### src/rtl/fault_monitor_pkg.sv
// shared constants, register map and state types of the fault monitor
package fault_monitor_pkg;
   localparam int CLK_MHZ = 125;
   // debounce windows in their own units
   localparam int T_ILIM_US     = 20;
   localparam int T_THERM_US    = 20;
   localparam int T_OVERLOAD_MS = 1;
   localparam int T_SYNC_US     = 3;
   localparam int T_OVP_RISE_US = 1;
   localparam int T_OVP_FALL_US = 20;
   localparam int T_PG_US       = 6;
   localparam int CYC_ILIM      = T_ILIM_US * CLK_MHZ;
   localparam int CYC_THERM     = T_THERM_US * CLK_MHZ;
   localparam int CYC_OVERLOAD  = T_OVERLOAD_MS * 1000 * CLK_MHZ;
   localparam int CYC_SYNC      = T_SYNC_US * CLK_MHZ;
   localparam int CYC_OVP_RISE  = T_OVP_RISE_US * CLK_MHZ;
   localparam int CYC_OVP_FALL  = T_OVP_FALL_US * CLK_MHZ;
   localparam int CYC_PG        = T_PG_US * CLK_MHZ;
   localparam int CNT_W         = 17;
   // register byte offsets
   localparam logic [7:0] OFS_FLAGS  = 8'h00;
   localparam logic [7:0] OFS_MASK   = 8'h04;
   localparam logic [7:0] OFS_STATUS = 8'h08;
   localparam logic [7:0] OFS_CTRL   = 8'h0c;
   localparam logic [7:0] OFS_GPO    = 8'h10;
   // field positions (regulators ordered buck0, buck1, linear0, linear1)
   localparam int FLG_SHORT_LSB = 4;
   localparam int FLG_HOT       = 8;
   localparam int FLG_TSD       = 9;
   localparam int FLG_OVP       = 10;
   localparam int FLG_RST       = 11;
   localparam int FLG_SUM_LSB   = 12;
   localparam int STA_RUN_LSB   = 4;
   localparam int STA_STATE_LSB = 12;
   localparam int CTL_DIS_LSB   = 4;
   localparam int CTL_HOT_SEL   = 8;
   localparam int CTL_PIN_SEL   = 9;
   localparam int CTL_SOFTWARE_RESET_REQUEST  = 10;
   localparam int CTL_PIN_LSB   = 12;
   localparam int GPO_LVL_LSB   = 2;
   localparam int GPO_SEQ_LSB   = 4;
   // reset values
   localparam logic RST_MASK_DEFAULT = 1'b0;

   typedef enum logic [1:0] {OP_SHUTDOWN, OP_STANDBY, OP_ACTIVE} op_state_t;

   typedef struct packed {
      logic [2:0]       sync;
      logic             out;
      logic [CNT_W-1:0] cnt;
   } filt_state_t;

   typedef struct packed {
      logic        ack;
      logic [31:0] rdata;
      logic [3:0]  ovc_flag;
      logic [3:0]  short_flag;
      logic        hot_flag;
      logic        tsd_flag;
      logic        ovp_flag;
      logic        rst_flag;
      logic [3:0]  ovc_mask;
      logic        hot_mask;
      logic        rst_mask;
      logic [3:0]  ovc_live;
      logic        hot_live;
      logic [3:0]  run;
      logic [3:0]  want;
      logic [3:0]  pin_ctrl;
      logic [3:0]  dis_en;
      logic        hot_sel;
      logic        pin_sel;
      logic [1:0]  gpo_od;
      logic [1:0]  gpo_lvl;
      logic [1:0]  gpo_seq;
      logic [1:0]  gpo_out;
      logic        software_reset_request;
      logic        irq_n;
      op_state_t   state;
   } mon_state_t;

   localparam mon_state_t MON_RESET = '{irq_n: 1'b1, state: OP_SHUTDOWN, default: '0};
endpackage

### src/rtl/pmic_fault_monitor_irq.sv
// fault supervision, debounce filters, general outputs and interrupt of the power monitor
// Overview of operation
// - current limit held 20 us sets flag
// - live current-limit status; write one clears flag
// - mask bit one blocks current-limit, warning interrupt
// - hot warning sets flag; threshold select, live
// - disabled regulator: switches off, optional discharge
// - output low 1 ms after enable disables
// - output low 1 ms in operation disables
// - short disable sets flags, clears running status
// - clearing short flag restarts enabled regulator
// - overvoltage kills regulators, outputs low, flag set
// - overvoltage checked only in standby or active
// - overvoltage clear ignored while present; live bit
// - overvoltage live or pending blocks enabling
// - overheat kills regulators, flag, enter standby
// - overheat clear ignored while present; live bit; blocks enabling
// - undervoltage shuts down, discharges, returns to standby
// - shutdown or soft reset restores defaults, flag
// - shared pin selects second output or clock
// - outputs have drive type, level, sequencing
// - inputs debounced by clock and counter
// - enable and supply release synchronised 3 us
// - overvoltage filtered 1 us up, 20 us down
// - power good filtered 6 us both ways
`timescale 1ns/1ps

module sig_debounce
   import fault_monitor_pkg::*;
#(
   parameter logic [CNT_W-1:0] RISE_CYC = '0,
   parameter logic [CNT_W-1:0] FALL_CYC = '0
) (
   input  wire logic sys_clk,
   input  wire logic rst_n,
   input  wire logic din,
   output logic      dout
);
   filt_state_t      st_ff;
   filt_state_t      nxt_st;
   logic [CNT_W-1:0] lim;

   // window depends on the direction of the pending change
   assign lim = st_ff.out ? FALL_CYC : RISE_CYC;

   always_comb begin
      nxt_st      = st_ff;
      nxt_st.sync = {st_ff.sync[1:0], din};
      nxt_st.cnt  = '0;
      // a change only counts once the second and third stages agree
      if (st_ff.sync[2] == st_ff.sync[1] && st_ff.sync[2] != st_ff.out) begin
         if (lim == '0 || st_ff.cnt == lim - 1'b1) begin
            nxt_st.out = st_ff.sync[2];
         end else begin
            nxt_st.cnt = st_ff.cnt + 1'b1;
         end
      end
   end

   always_ff @(posedge sys_clk or negedge rst_n) begin
      if (!rst_n) begin
         st_ff <= '0;
      end else begin
         st_ff <= nxt_st;
      end
   end

   assign dout = st_ff.out;
endmodule

module pmic_fault_monitor_irq
   import fault_monitor_pkg::*;
#(
   parameter int OVERLOAD_CYCLES = CYC_OVERLOAD
) (
   input  wire logic        sys_clk,
   input  wire logic        rst_n,
   input  wire logic        wb_cyc_i,
   input  wire logic        wb_stb_i,
   input  wire logic        wb_we_i,
   input  wire logic [7:0]  wb_adr_i,
   input  wire logic [3:0]  wb_sel_i,
   input  wire logic [31:0] wb_dat_i,
   output logic [31:0]      wb_dat_o,
   output logic             wb_ack_o,
   input  wire logic [3:0]  reg_ilim_cmp,
   input  wire logic [3:0]  reg_out_low_cmp,
   input  wire logic [3:0]  reg_pg_cmp,
   input  wire logic        hot_warning_cmp,
   input  wire logic        overheat_cmp,
   input  wire logic        supply_ov_cmp,
   input  wire logic        main_supply_ok_cmp,
   input  wire logic        enable_pin,
   output logic [3:0]       reg_run,
   output logic [3:0]       reg_switch_hiz,
   output logic [3:0]       reg_discharge_on,
   output logic [3:0]       power_good_filtered,
   output logic             hot_warning_threshold_sel,
   output logic             shared_pin_function_sel,
   output logic             general_output_one_o,
   output logic             general_output_one_oe,
   output logic             general_output_two_o,
   output logic             general_output_two_oe,
   output logic             irq_out_n
);
   mon_state_t  st_ff;
   mon_state_t  nxt_st;
   logic [3:0]  ilim_f;
   logic [3:0]  low_f;
   logic [3:0]  low_raw;
   logic        hot_f;
   logic        tsd_f;
   logic        ovp_f;
   logic        sup_f;
   logic        en_f;
   logic        ovp_live;
   logic        block_en;
   logic [3:0]  want_eff;
   logic [3:0]  short_set;
   logic        req;
   logic        wr;
   logic [15:0] wmask;
   logic [15:0] wr_clr;
   logic [15:0] rd_flags;
   logic [15:0] rd_mask;
   logic [15:0] rd_status;
   logic [15:0] rd_ctrl;
   logic [15:0] rd_gpo;
   logic [15:0] mg_mask;
   logic [15:0] mg_ctrl;
   logic [15:0] mg_gpo;
   logic [1:0]  gpo_lvl_eff;

   // per-regulator filters
   genvar gi;
   generate
      for (gi = 0; gi < 4; gi++) begin : g_reg
         // counting starts only while running, so start-up and overload share one timer
         assign low_raw[gi] = reg_out_low_cmp[gi] & st_ff.run[gi];
         sig_debounce #(.RISE_CYC(CNT_W'(CYC_ILIM)), .FALL_CYC(CNT_W'(CYC_ILIM)))
            u_ilim (.sys_clk(sys_clk), .rst_n(rst_n), .din(reg_ilim_cmp[gi]),
                    .dout(ilim_f[gi]));
         sig_debounce #(.RISE_CYC(CNT_W'(OVERLOAD_CYCLES)), .FALL_CYC('0))
            u_low (.sys_clk(sys_clk), .rst_n(rst_n), .din(low_raw[gi]),
                   .dout(low_f[gi]));
         sig_debounce #(.RISE_CYC(CNT_W'(CYC_PG)), .FALL_CYC(CNT_W'(CYC_PG)))
            u_pg (.sys_clk(sys_clk), .rst_n(rst_n), .din(reg_pg_cmp[gi]),
                  .dout(power_good_filtered[gi]));
      end
   endgenerate

   sig_debounce #(.RISE_CYC(CNT_W'(CYC_THERM)), .FALL_CYC(CNT_W'(CYC_THERM)))
      u_hot (.sys_clk(sys_clk), .rst_n(rst_n), .din(hot_warning_cmp), .dout(hot_f));
   sig_debounce #(.RISE_CYC(CNT_W'(CYC_THERM)), .FALL_CYC(CNT_W'(CYC_THERM)))
      u_tsd (.sys_clk(sys_clk), .rst_n(rst_n), .din(overheat_cmp), .dout(tsd_f));
   sig_debounce #(.RISE_CYC(CNT_W'(CYC_OVP_RISE)), .FALL_CYC(CNT_W'(CYC_OVP_FALL)))
      u_ovp (.sys_clk(sys_clk), .rst_n(rst_n), .din(supply_ov_cmp),
             .dout(ovp_f));
   // a falling supply acts as soon as the synchroniser agrees
   sig_debounce #(.RISE_CYC(CNT_W'(CYC_SYNC)), .FALL_CYC('0))
      u_sup (.sys_clk(sys_clk), .rst_n(rst_n), .din(main_supply_ok_cmp),
             .dout(sup_f));
   sig_debounce #(.RISE_CYC(CNT_W'(CYC_SYNC)), .FALL_CYC(CNT_W'(CYC_SYNC)))
      u_en (.sys_clk(sys_clk), .rst_n(rst_n), .din(enable_pin), .dout(en_f));

   assign ovp_live = ovp_f & (st_ff.state != OP_SHUTDOWN);
   assign block_en = ovp_live | st_ff.ovp_flag | tsd_f | st_ff.tsd_flag | ~sup_f;
   assign want_eff = st_ff.want & ~(st_ff.pin_ctrl & {4{~en_f}});
   assign short_set = low_f & st_ff.run;

   // bus decode: ack one cycle after the request, write at the edge that sees ack
   assign req   = wb_cyc_i & wb_stb_i;
   assign wr    = req & wb_we_i & st_ff.ack;
   assign wmask = {{8{wb_sel_i[1]}}, {8{wb_sel_i[0]}}};
   assign wr_clr = (wr && wb_adr_i == OFS_FLAGS) ? (wb_dat_i[15:0] & wmask) : '0;

   always_comb begin
      rd_flags = '0;
      rd_flags[3:0] = st_ff.ovc_flag;
      rd_flags[FLG_SHORT_LSB +: 4] = st_ff.short_flag;
      rd_flags[FLG_HOT] = st_ff.hot_flag;
      rd_flags[FLG_TSD] = st_ff.tsd_flag;
      rd_flags[FLG_OVP] = st_ff.ovp_flag;
      rd_flags[FLG_RST] = st_ff.rst_flag;
      rd_flags[FLG_SUM_LSB +: 4] = st_ff.short_flag | st_ff.ovc_flag;
      rd_mask = '0;
      rd_mask[3:0] = st_ff.ovc_mask;
      rd_mask[FLG_HOT] = st_ff.hot_mask;
      rd_mask[FLG_RST] = st_ff.rst_mask;
      rd_status = '0;
      rd_status[3:0] = st_ff.ovc_live;
      rd_status[STA_RUN_LSB +: 4] = st_ff.run;
      rd_status[FLG_HOT] = st_ff.hot_live;
      rd_status[FLG_TSD] = tsd_f;
      rd_status[FLG_OVP] = ovp_live;
      rd_status[STA_STATE_LSB +: 2] = st_ff.state;
      rd_ctrl = '0;
      rd_ctrl[3:0] = st_ff.want;
      rd_ctrl[CTL_DIS_LSB +: 4] = st_ff.dis_en;
      rd_ctrl[CTL_HOT_SEL] = st_ff.hot_sel;
      rd_ctrl[CTL_PIN_SEL] = st_ff.pin_sel;
      rd_ctrl[CTL_PIN_LSB +: 4] = st_ff.pin_ctrl;
      rd_gpo = '0;
      rd_gpo[1:0] = st_ff.gpo_od;
      rd_gpo[GPO_LVL_LSB +: 2] = st_ff.gpo_lvl;
      rd_gpo[GPO_SEQ_LSB +: 2] = st_ff.gpo_seq;
   end

   assign mg_mask = (rd_mask & ~wmask) | (wb_dat_i[15:0] & wmask);
   assign mg_ctrl = (rd_ctrl & ~wmask) | (wb_dat_i[15:0] & wmask);
   assign mg_gpo  = (rd_gpo & ~wmask) | (wb_dat_i[15:0] & wmask);

   // sequenced outputs follow the enable pin; overvoltage forces both low
   assign gpo_lvl_eff = (st_ff.gpo_lvl & ~(st_ff.gpo_seq & {2{~en_f}}))
                        & {2{~(ovp_live | st_ff.ovp_flag)}};

   always_comb begin
      nxt_st       = st_ff;
      nxt_st.ack   = req & ~st_ff.ack;
      nxt_st.rdata = st_ff.rdata;
      if (req && !st_ff.ack) begin
         unique case (wb_adr_i)
            OFS_FLAGS:  nxt_st.rdata = {16'h0000, rd_flags};
            OFS_MASK:   nxt_st.rdata = {16'h0000, rd_mask};
            OFS_STATUS: nxt_st.rdata = {16'h0000, rd_status};
            OFS_CTRL:   nxt_st.rdata = {16'h0000, rd_ctrl};
            OFS_GPO:    nxt_st.rdata = {16'h0000, rd_gpo};
            default:    nxt_st.rdata = 32'h0000_0000;
         endcase
      end
      nxt_st.software_reset_request = 1'b0;
      if (wr && wb_adr_i == OFS_MASK) begin
         nxt_st.ovc_mask = mg_mask[3:0];
         nxt_st.hot_mask = mg_mask[FLG_HOT];
         nxt_st.rst_mask = mg_mask[FLG_RST];
      end
      if (wr && wb_adr_i == OFS_CTRL) begin
         nxt_st.want     = mg_ctrl[3:0];
         nxt_st.dis_en   = mg_ctrl[CTL_DIS_LSB +: 4];
         nxt_st.hot_sel  = mg_ctrl[CTL_HOT_SEL];
         nxt_st.pin_sel  = mg_ctrl[CTL_PIN_SEL];
         nxt_st.pin_ctrl = mg_ctrl[CTL_PIN_LSB +: 4];
         nxt_st.software_reset_request = wb_dat_i[CTL_SOFTWARE_RESET_REQUEST] & wb_sel_i[1];
      end
      if (wr && wb_adr_i == OFS_GPO) begin
         nxt_st.gpo_od  = mg_gpo[1:0];
         nxt_st.gpo_lvl = mg_gpo[GPO_LVL_LSB +: 2];
         nxt_st.gpo_seq = mg_gpo[GPO_SEQ_LSB +: 2];
      end
      // sticky flags: a set in the clearing cycle wins
      nxt_st.ovc_live = ilim_f;
      nxt_st.ovc_flag = (st_ff.ovc_flag & ~wr_clr[3:0])
                      | (ilim_f & ~st_ff.ovc_live);
      nxt_st.hot_live = hot_f;
      nxt_st.hot_flag = (st_ff.hot_flag & ~wr_clr[FLG_HOT])
                      | (hot_f & ~st_ff.hot_live);
      nxt_st.short_flag = (st_ff.short_flag & ~wr_clr[FLG_SHORT_LSB +: 4])
                        | short_set;
      // overvoltage and overheat are level-set: a clear cannot stick while the condition is present; reset flag clears
      nxt_st.ovp_flag = (st_ff.ovp_flag & ~wr_clr[FLG_OVP]) | ovp_live;
      nxt_st.tsd_flag = (st_ff.tsd_flag & ~wr_clr[FLG_TSD]) | tsd_f;
      nxt_st.rst_flag = st_ff.rst_flag & ~wr_clr[FLG_RST];
      // restart follows once the short flag is gone and nothing else blocks
      nxt_st.run = want_eff & ~{4{block_en}} & ~st_ff.short_flag & ~short_set;
      nxt_st.gpo_out = gpo_lvl_eff;
      // supply loss or soft reset restores every programmable field
      if (!sup_f || st_ff.software_reset_request) begin
         nxt_st.ovc_flag   = '0;
         nxt_st.short_flag = '0;
         nxt_st.hot_flag   = 1'b0;
         nxt_st.tsd_flag   = 1'b0;
         nxt_st.ovp_flag   = 1'b0;
         nxt_st.ovc_mask   = '0;
         nxt_st.hot_mask   = 1'b0;
         nxt_st.rst_mask   = RST_MASK_DEFAULT;
         nxt_st.rst_flag   = ~RST_MASK_DEFAULT;
         nxt_st.want       = '0;
         nxt_st.pin_ctrl   = '0;
         nxt_st.dis_en     = '0;
         nxt_st.hot_sel    = 1'b0;
         nxt_st.pin_sel    = 1'b0;
         nxt_st.gpo_od     = '0;
         nxt_st.gpo_lvl    = '0;
         nxt_st.gpo_seq    = '0;
         nxt_st.gpo_out    = '0;
         nxt_st.run        = '0;
      end
      unique case (st_ff.state)
         OP_SHUTDOWN: nxt_st.state = sup_f ? OP_STANDBY : OP_SHUTDOWN;
         OP_STANDBY,
         OP_ACTIVE:   nxt_st.state = !sup_f ? OP_SHUTDOWN
                                    : (|nxt_st.run ? OP_ACTIVE : OP_STANDBY);
      endcase
      nxt_st.irq_n = ~(|(nxt_st.ovc_flag & ~nxt_st.ovc_mask)
                     | (nxt_st.hot_flag & ~nxt_st.hot_mask)
                     | (|nxt_st.short_flag) | nxt_st.tsd_flag | nxt_st.ovp_flag
                     | (nxt_st.rst_flag & ~nxt_st.rst_mask));
   end

   always_ff @(posedge sys_clk or negedge rst_n) begin
      if (!rst_n) begin
         st_ff <= MON_RESET;
      end else begin
         st_ff <= nxt_st;
      end
   end

   assign wb_ack_o  = st_ff.ack;
   assign wb_dat_o  = st_ff.rdata;
   assign reg_run   = st_ff.run;
   assign irq_out_n = st_ff.irq_n;
   assign reg_switch_hiz = ~st_ff.run;
   // discharge only where software allowed it, always while the supply is gone
   assign reg_discharge_on = ~st_ff.run
                             & (st_ff.dis_en | {4{st_ff.state == OP_SHUTDOWN}});
   assign hot_warning_threshold_sel = st_ff.hot_sel;
   assign shared_pin_function_sel   = st_ff.pin_sel;
   // open drain only ever pulls low, push-pull drives both levels
   assign general_output_one_o  = st_ff.gpo_out[0] & ~st_ff.gpo_od[0];
   assign general_output_one_oe = ~st_ff.gpo_od[0] | ~st_ff.gpo_out[0];
   assign general_output_two_o  = st_ff.gpo_out[1] & ~st_ff.gpo_od[1];
   assign general_output_two_oe = ~st_ff.pin_sel
                                  & (~st_ff.gpo_od[1] | ~st_ff.gpo_out[1]);
endmodule

### config.mk
export PLATFORM = sky130hd
export DESIGN_NAME = pmic_fault_monitor_irq
export DESIGN_NICKNAME = d
export VERILOG_FILES = /design/src/rtl/fault_monitor_pkg.sv /design/src/rtl/pmic_fault_monitor_irq.sv
export SDC_FILE = /design/constraint.sdc
export NUM_CORES = 1
export LEC_CHECK = 0
export BUFFER_PORTS_ARGS = -buffer_cell sky130_fd_sc_hd__buf_2
export CAP_MARGIN = 25
export CELL_PAD_IN_SITES_DETAIL_PLACEMENT = 1
export CELL_PAD_IN_SITES_GLOBAL_PLACEMENT = 2
export CORE_MARGIN = 2
export CORE_UTILIZATION = 36
export DETAILED_ROUTE_END_ITERATION = 8
export PLACE_DENSITY = 0.79
export SETUP_SLACK_MARGIN = 0.02
export SYNTH_ARGS = -nofsm -noshare
export SYNTH_HDL_FRONTEND = slang
export SYNTH_SLANG_ARGS = --single-unit
### constraint.sdc
create_clock -name sys_clk -period 1.9 [get_ports sys_clk]
set_input_delay 0.285 -clock sys_clk [delete_from_list [all_inputs] [get_ports sys_clk]]
set_output_delay 0.285 -clock sys_clk [all_outputs]
set_load 0.05 [all_outputs]
; ---- Yosys cells after proc, flatten, opt, wreduce, memory -nomap -nowiden
; Index checks and enable logic that the tools add are counted.
[totals]
regBits = 443
[classes]
n_eq_ne = 57
bitwise = 87
reduce_logical = 63
mux = 52
addsub = 23
[op_table]
columns = op, n
row1 = 2-to-1 mux 17 bit, 38
row2 = adder 17 x 1 -> 17 bit (second input constant), 17
row3 = equality test 17 x 12 -> 1 bit (second input constant), 6
row4 = equality test 17 bit, 6
row5 = logical NOT 17 bit, 6
row6 = subtractor 17 x 1 -> 17 bit (second input constant), 6
row7 = one-hot mux 16 bit (5 select lines), 1
row8 = equality test 17 x 10 -> 1 bit (second input constant), 4
row9 = bitwise AND 4 bit, 11
row10 = NOT 4 bit, 9
row11 = AND reduction 2 bit, 17
row12 = bitwise AND 16 bit, 2
row13 = 2-to-1 mux 26 bit, 1
row14 = 2-to-1 mux 12 bit, 2
row15 = logical AND 1 bit, 22
row16 = bitwise AND 1 bit, 20
row17 = 2-to-1 mux 18 bit, 1
row18 = equality test 1 bit, 17
row19 = equality test 17 x 9 -> 1 bit (second input constant), 1
row20 = != test 1 bit, 17
row21 = NOT 1 bit, 17
row22 = equality test 8 x 4 -> 1 bit (second input constant), 2
row23 = NOT 16 bit, 1
row24 = bitwise OR 16 bit, 1
row25 = 25 further kinds, 57

; ---- Logic depth before layout (Yosys ltp)
[logic_depth]
ltp_word = 18
ltp_mapped = 8

; ---- Modules after synthesis
; From an unflattened synthesis, not the netlist that was laid out.
[unflattened]
hier_cells = 2080
area_unflattened_um2 = 20968.9
[by_module_without_submodules]
columns = module, cells_per_inst, n_inst, area_each_um2
row1 = sig_debounce at g_reg[0].u_ilim ..., 103, 6, 1026.0
row2 = sig_debounce at g_reg[0].u_pg ..., 97, 4, 1007.2
row3 = sig_debounce at g_reg[0].u_low ..., 94, 4, 991.0
row4 = pmic_fault_monitor_irq, 389, 1, 3686.0
row5 = sig_debounce at u_ovp, 109, 1, 1117.3
row6 = sig_debounce at u_sup, 101, 1, 1016.0
row7 = sig_debounce at u_en, 99, 1, 1001.0

; ---- Worst setup path after synthesis
; Ideal clock, no wire load.
[synth_timing]
kind = register to register
startpoint = reg st_ff, in the netlist wb_ack_o
endpoint = reg st_ff, in the netlist irq_out_n
path_stages_with_launch = 8
required_ns = 1.819
setup_slack_ns = -0.228
arrival_time_ns = 2.046
period_less_slack_ns = 2.128
n_path_buf = 1
setup_ns = 0.081
cell_sequence = dfrtp_1 -> and4_1 -> clkbuf_1 -> nand4_1 -> mux2i_1 -> a22oi_1 -> nand4_1 -> a211oi_2
[synth_rtl]
columns = element, line
row1 = start: declaration, pmic_fault_monitor_irq.sv:106  ; mon_state_t st_ff;
row2 = start signal: assignment, pmic_fault_monitor_irq.sv:304  ; st_ff <= nxt_st;

; ---- Final worst setup path
[layout_timing]
startpoint = reg st_ff, in the netlist rd_status[13]
endpoint = out reg_discharge_on[1]
[layout_between]
elab_chain_cells = 3
[layout_lines]
columns = element, line
row1 = logical NOT 2 bit, pmic_fault_monitor_irq.sv:315  ; & (st_ff.dis_en | {4{st_ff.state == OP_SHUTDOWN}});
row2 = bitwise OR 4 bit, pmic_fault_monitor_irq.sv:315
row3 = bitwise AND 4 bit, pmic_fault_monitor_irq.sv:315
row4 = end: declaration, pmic_fault_monitor_irq.sv:96  ; output logic [3:0] reg_discharge_on,
; Every way passes these cells.

==> Implementation_results.wiki <==
{| class="wikitable"
! Metric !! Value
|-
| Clock sink total || 427
|-
| Count of mapped cells out of synthesis || 1,993
|-
| Hold Path End || rd_flags[11]
|-
| Number of stages on the worst hold path || 3
|-
| Worst voltage drop across the vdd grid || 586 uV
|-
| Starting density of the core || 0.365
|-
| Post-Syn Area per Cell || 9.91 sq um
|-
| Number of global-route vias before repair || 16.2k
|-
| Total of warnings raised by yosys || 0
|-
| Number of enable-type register cells in the synthesized netlist || 0
|-
| Critical path data arrival time || 1.62 ns
|-
| Vias after detailed routing || 15.0k
|-
| Worst setup path class || reg -> out
|-
| Classification of the worst-slack hold path || in -> reg
|-
| Fraction of final layout cells with drive strength greater than 1 || 0.167
|-
| Share of the clock period used by the worst path after layout || 1.00
|-
| Maximum fanout along the worst path || 6
|-
| Required @ worst endpoint || 1.62 ns
|-
| Result of the run || finished with violations
|-
| Post-route DRC || 0
|-
| Startpoint of the most critical setup path || rd_status[13]
|-
| H-tree depth reported by CTS || 2
|-
| Standard cell area after detailed placement || 21,700 sq um
|-
| Detailed placement HPWL || 35.2 mm
|-
| Highest metal layer with signal wires || met4
|-
| 1st-pass router iterations || 6
|-
| CTS Buffer Depth || 3
|-
| Slew HR || 0.225
|-
| Placer Congestion || 0.802
|-
| Metal2 WL || 23.5 mm
|-
| Antenna Diode Count || 0
|-
| Leading cell type in the layout, fill and taps excluded || dfrtp_1
|-
| Share of synthesized area occupied by flip-flops and latches || 0.541
|-
| Number of DRC violations after detailed-routing iteration 0 || 675
|-
| Logic depth of the worst register-to-register path || 4
|-
| Synth top area share || 0.540
|-
| Number of endpoints with negative hold slack in the final report || 0
|-
| Top cells by area in the synthesized netlist || dfrtp_1 (54%), nor2_1 (7.4%), xor2_1 (7.4%), nand2_1 (3.8%), xnor2_1 (3.5%)
|-
| Die ar. || 56,700 sq um
|-
| Top library cells by usage in the layout, fill and taps aside || dfrtp_1 (419), nor2_1 (375), nand2_1 (199)
|-
| Power per Cell Area || 824 nW/um^2
|-
| Routed wire length || 49.9 mm
|-
| Reg-to-reg critical path startpoint || g_reg[0].u_pg.st_ff[11]
|-
| Slew at the pin with the worst max-slew slack || 1.15 ns
|-
| Post-synth design cell area || 19,700 sq um
|-
| Post-route standard cell area excluding fillers || 24,100 sq um
|-
| Static Leakage || 10.6 nW
|-
| Placeable core area || 54,000 sq um
|-
| Fraction of registers with async set or reset after synthesis || 1.00
|-
| TritonCTS clock tree || done
|-
| Total routing resource utilization after global routing || 0.180
|-
| Number of antenna violations at the first check in global routing || 0
|-
| Post-detailed-route count of antenna-violating nets || 0
|-
| Pins over their slew limit || 0
|-
| Met3 wire length || 1.76 mm
|-
| Largest net degree at the start of global routing || 76
|-
| Wl on met1 || 23.5 mm
|-
| Setup violators final || 1
|-
| Detailed-route vias per instance || 5.06
|-
| Die Span Y || 238 um
|-
| Global-route wire length before repair || 83.3 mm
|-
| Number of rows created at floorplan || 85
|-
| Capturing element type of the critical path || output port
|-
| Achievable clock frequency || 525 MHz
|-
| Clock insertion delay at the later pin of the skew report || 0.58 ns
|-
| Worst setup margin || -0.00296 ns
|-
| Routed length per placed instance || 16.8 um
|-
| Setup skew after layout || 0.0172 ns
|-
| Buffer cell driving the clock tree root || clkbuf_16
|-
| Total congestion overflow || 0
|-
| Max-cap violation count || 0
|-
| Layout Area Growth over Synthesis || 22.1%
|-
| Register bit total from synthesis || 427
|-
| Total clock buffers created by CTS || 49
|-
| # port buffers || 87
|-
| Final core occ || 0.446
|-
| I/O pins || 122
|-
| Setup slack, reg-to-reg || 0.03 ns
|-
| Violated checks || negative setup slack
|-
| Top flip-flop cell by instance count after synthesis || dfrtp_1
|-
| Clock-pin transition on the worst setup and hold timing paths || 0.06 ns
|-
| Crit start category || register
|-
| RSZ-0062 raised after global routing || true
|-
| Count of different cell masters after synthesis || 64
|-
| Nets || 2,328
|-
| Time the final worst path needs with I/O delays and setup || 1.90 ns
|-
| Capture point of the worst reg-to-reg path || g_reg[0].u_pg.st_ff[15]
|-
| Hold path start || wb_dat_i[11]
|-
| Horizontal die dimension || 238 um
|-
| Biggest area consumer among synthesized cells || dfrtp_1
|}
## logic make-up after synthesis
| family | share of synthesized area |
|---|---|
| simple gates | 0.248 |
| fa+ha+maj | 0.0146 |
| xor+xnor | 0.108 |
| buf+inv | 0.0342 |
| other cells | 0.000190 |
| compound gates | 0.0459 |
| mux | 0.00773 |
| flops | 0.541 |
## where the power goes
| group | switching, mW | internal, mW |
|---|---|---|
| registers | 0.0608 | 9.17 |
| logic | 0.489 | 0.224 |
| clock network | 3.78 | 6.15 |
| total | 4.33 | 15.5 |
## area by class of cell
type,instances,area (sq um)
Fill cell,6029,29900
Sequential cell,427,10700
Multi-Input combinational cell,1466,8680
Timing Repair Buffer,258,2040
Clock buffer,69,1430
Tap cell,696,871
Clock inverter,16,258
Inverter,37,139
## synthesized netlist by cell type (15+ instances only)
| cell type | number |
|---|---|
| nand4_1 | 62 |
| and3_1 | 63 |
| nand2b_1 | 15 |
| dfrtp_1 | 426 |
| ha_1 | 23 |
| xnor2_1 | 78 |
| xor2_1 | 166 |
| a21oi_1 | 39 |
| nor4_1 | 20 |
| nand3_1 | 129 |
| nor2_1 | 391 |
| inv_1 | 37 |
| nand2_1 | 199 |
| clkbuf_1 | 17 |
| buf_4 | 43 |
| o21ai_0 | 62 |
| nor3_1 | 20 |
| or3_1 | 18 |
| and2_1 | 15 |
## registers in the layout (all words and copies together) (netlist names), 7 cells and up
register and count:
g.u_ilim.nxt_st 8, g.u_ilim.st_ff 72, g.u_low.nxt_st 8, g.u_low.st_ff 72, g.u_pg.nxt_st 8, g.u_pg.st_ff 72, rd_ctrl 12, rd_flags 12
rd_status 7, u_en.st_ff 18, u_hot.st_ff 18, u_ovp.st_ff 18, u_sup.st_ff 18, u_tsd.st_ff 18, wb_dat_o 16
## worst max path at each step
stage	end	slack [ns]	cells after the start
3_5_place_dp	irq_out_n	-0.20	9
5_1_grt	reg_discharge_on[1]	-0.05	5
6_report	reg_discharge_on[1]	-0.003	5
3_3_place_gp	irq_out_n	-0.13	9
2_1_floorplan	irq_out_n	0.04	7
4_1_cts	reg_discharge_on[1]	-0.07	5
## per-layer routing
layer,GRT usage,vias up
met5,0,-
met4,0.0555,0
met3,0.0282,76
met2,0.294,154
met1,0.246,7610
li1,-,7184
## through the flow
| stage | cells | hold WS [ns] | TNS, ns | power, mW | worst slack [ns] |
|---|---|---|---|---|---|
| global route | 2969 | 0.0441 | -0.238 | 20.7 | -0.0528 |
| global placement | 2835 | 0.218 | -0.342 | 10.0 | -0.133 |
| detailed placement | 2835 | 0.219 | -1.37 | 10.0 | -0.201 |
| CTS | 2956 | 0.00704 | -0.244 | 20.2 | -0.0691 |
| floorplan | 2008 | -0.0106 | 0 | 9.63 | 0.0422 |
| finish | 2969 | 0.0505 | -0.00296 | 19.9 | -0.00296 |
## timing repair
action | 4_1_cts | 5_1_grt
gates cloned | 0 | 2
setup buffers | 3 | 11
resized for setup | 28 | 39
hold buffers | 33 | 0
setup endpoints to repair | 79 | 168
hold endpoints to repair | 241 | 0
pin swaps | 9 | 16
## worst max-delay path, stage by stage (launching register included)
cell and delay, ns:
dfrtp_1 0.39, inv_2 0.07, ha_4 0.20, nor2_4 0.05, nor2_4 0.15, buf_8 0.17
Power figures use the tool's default switching activity.
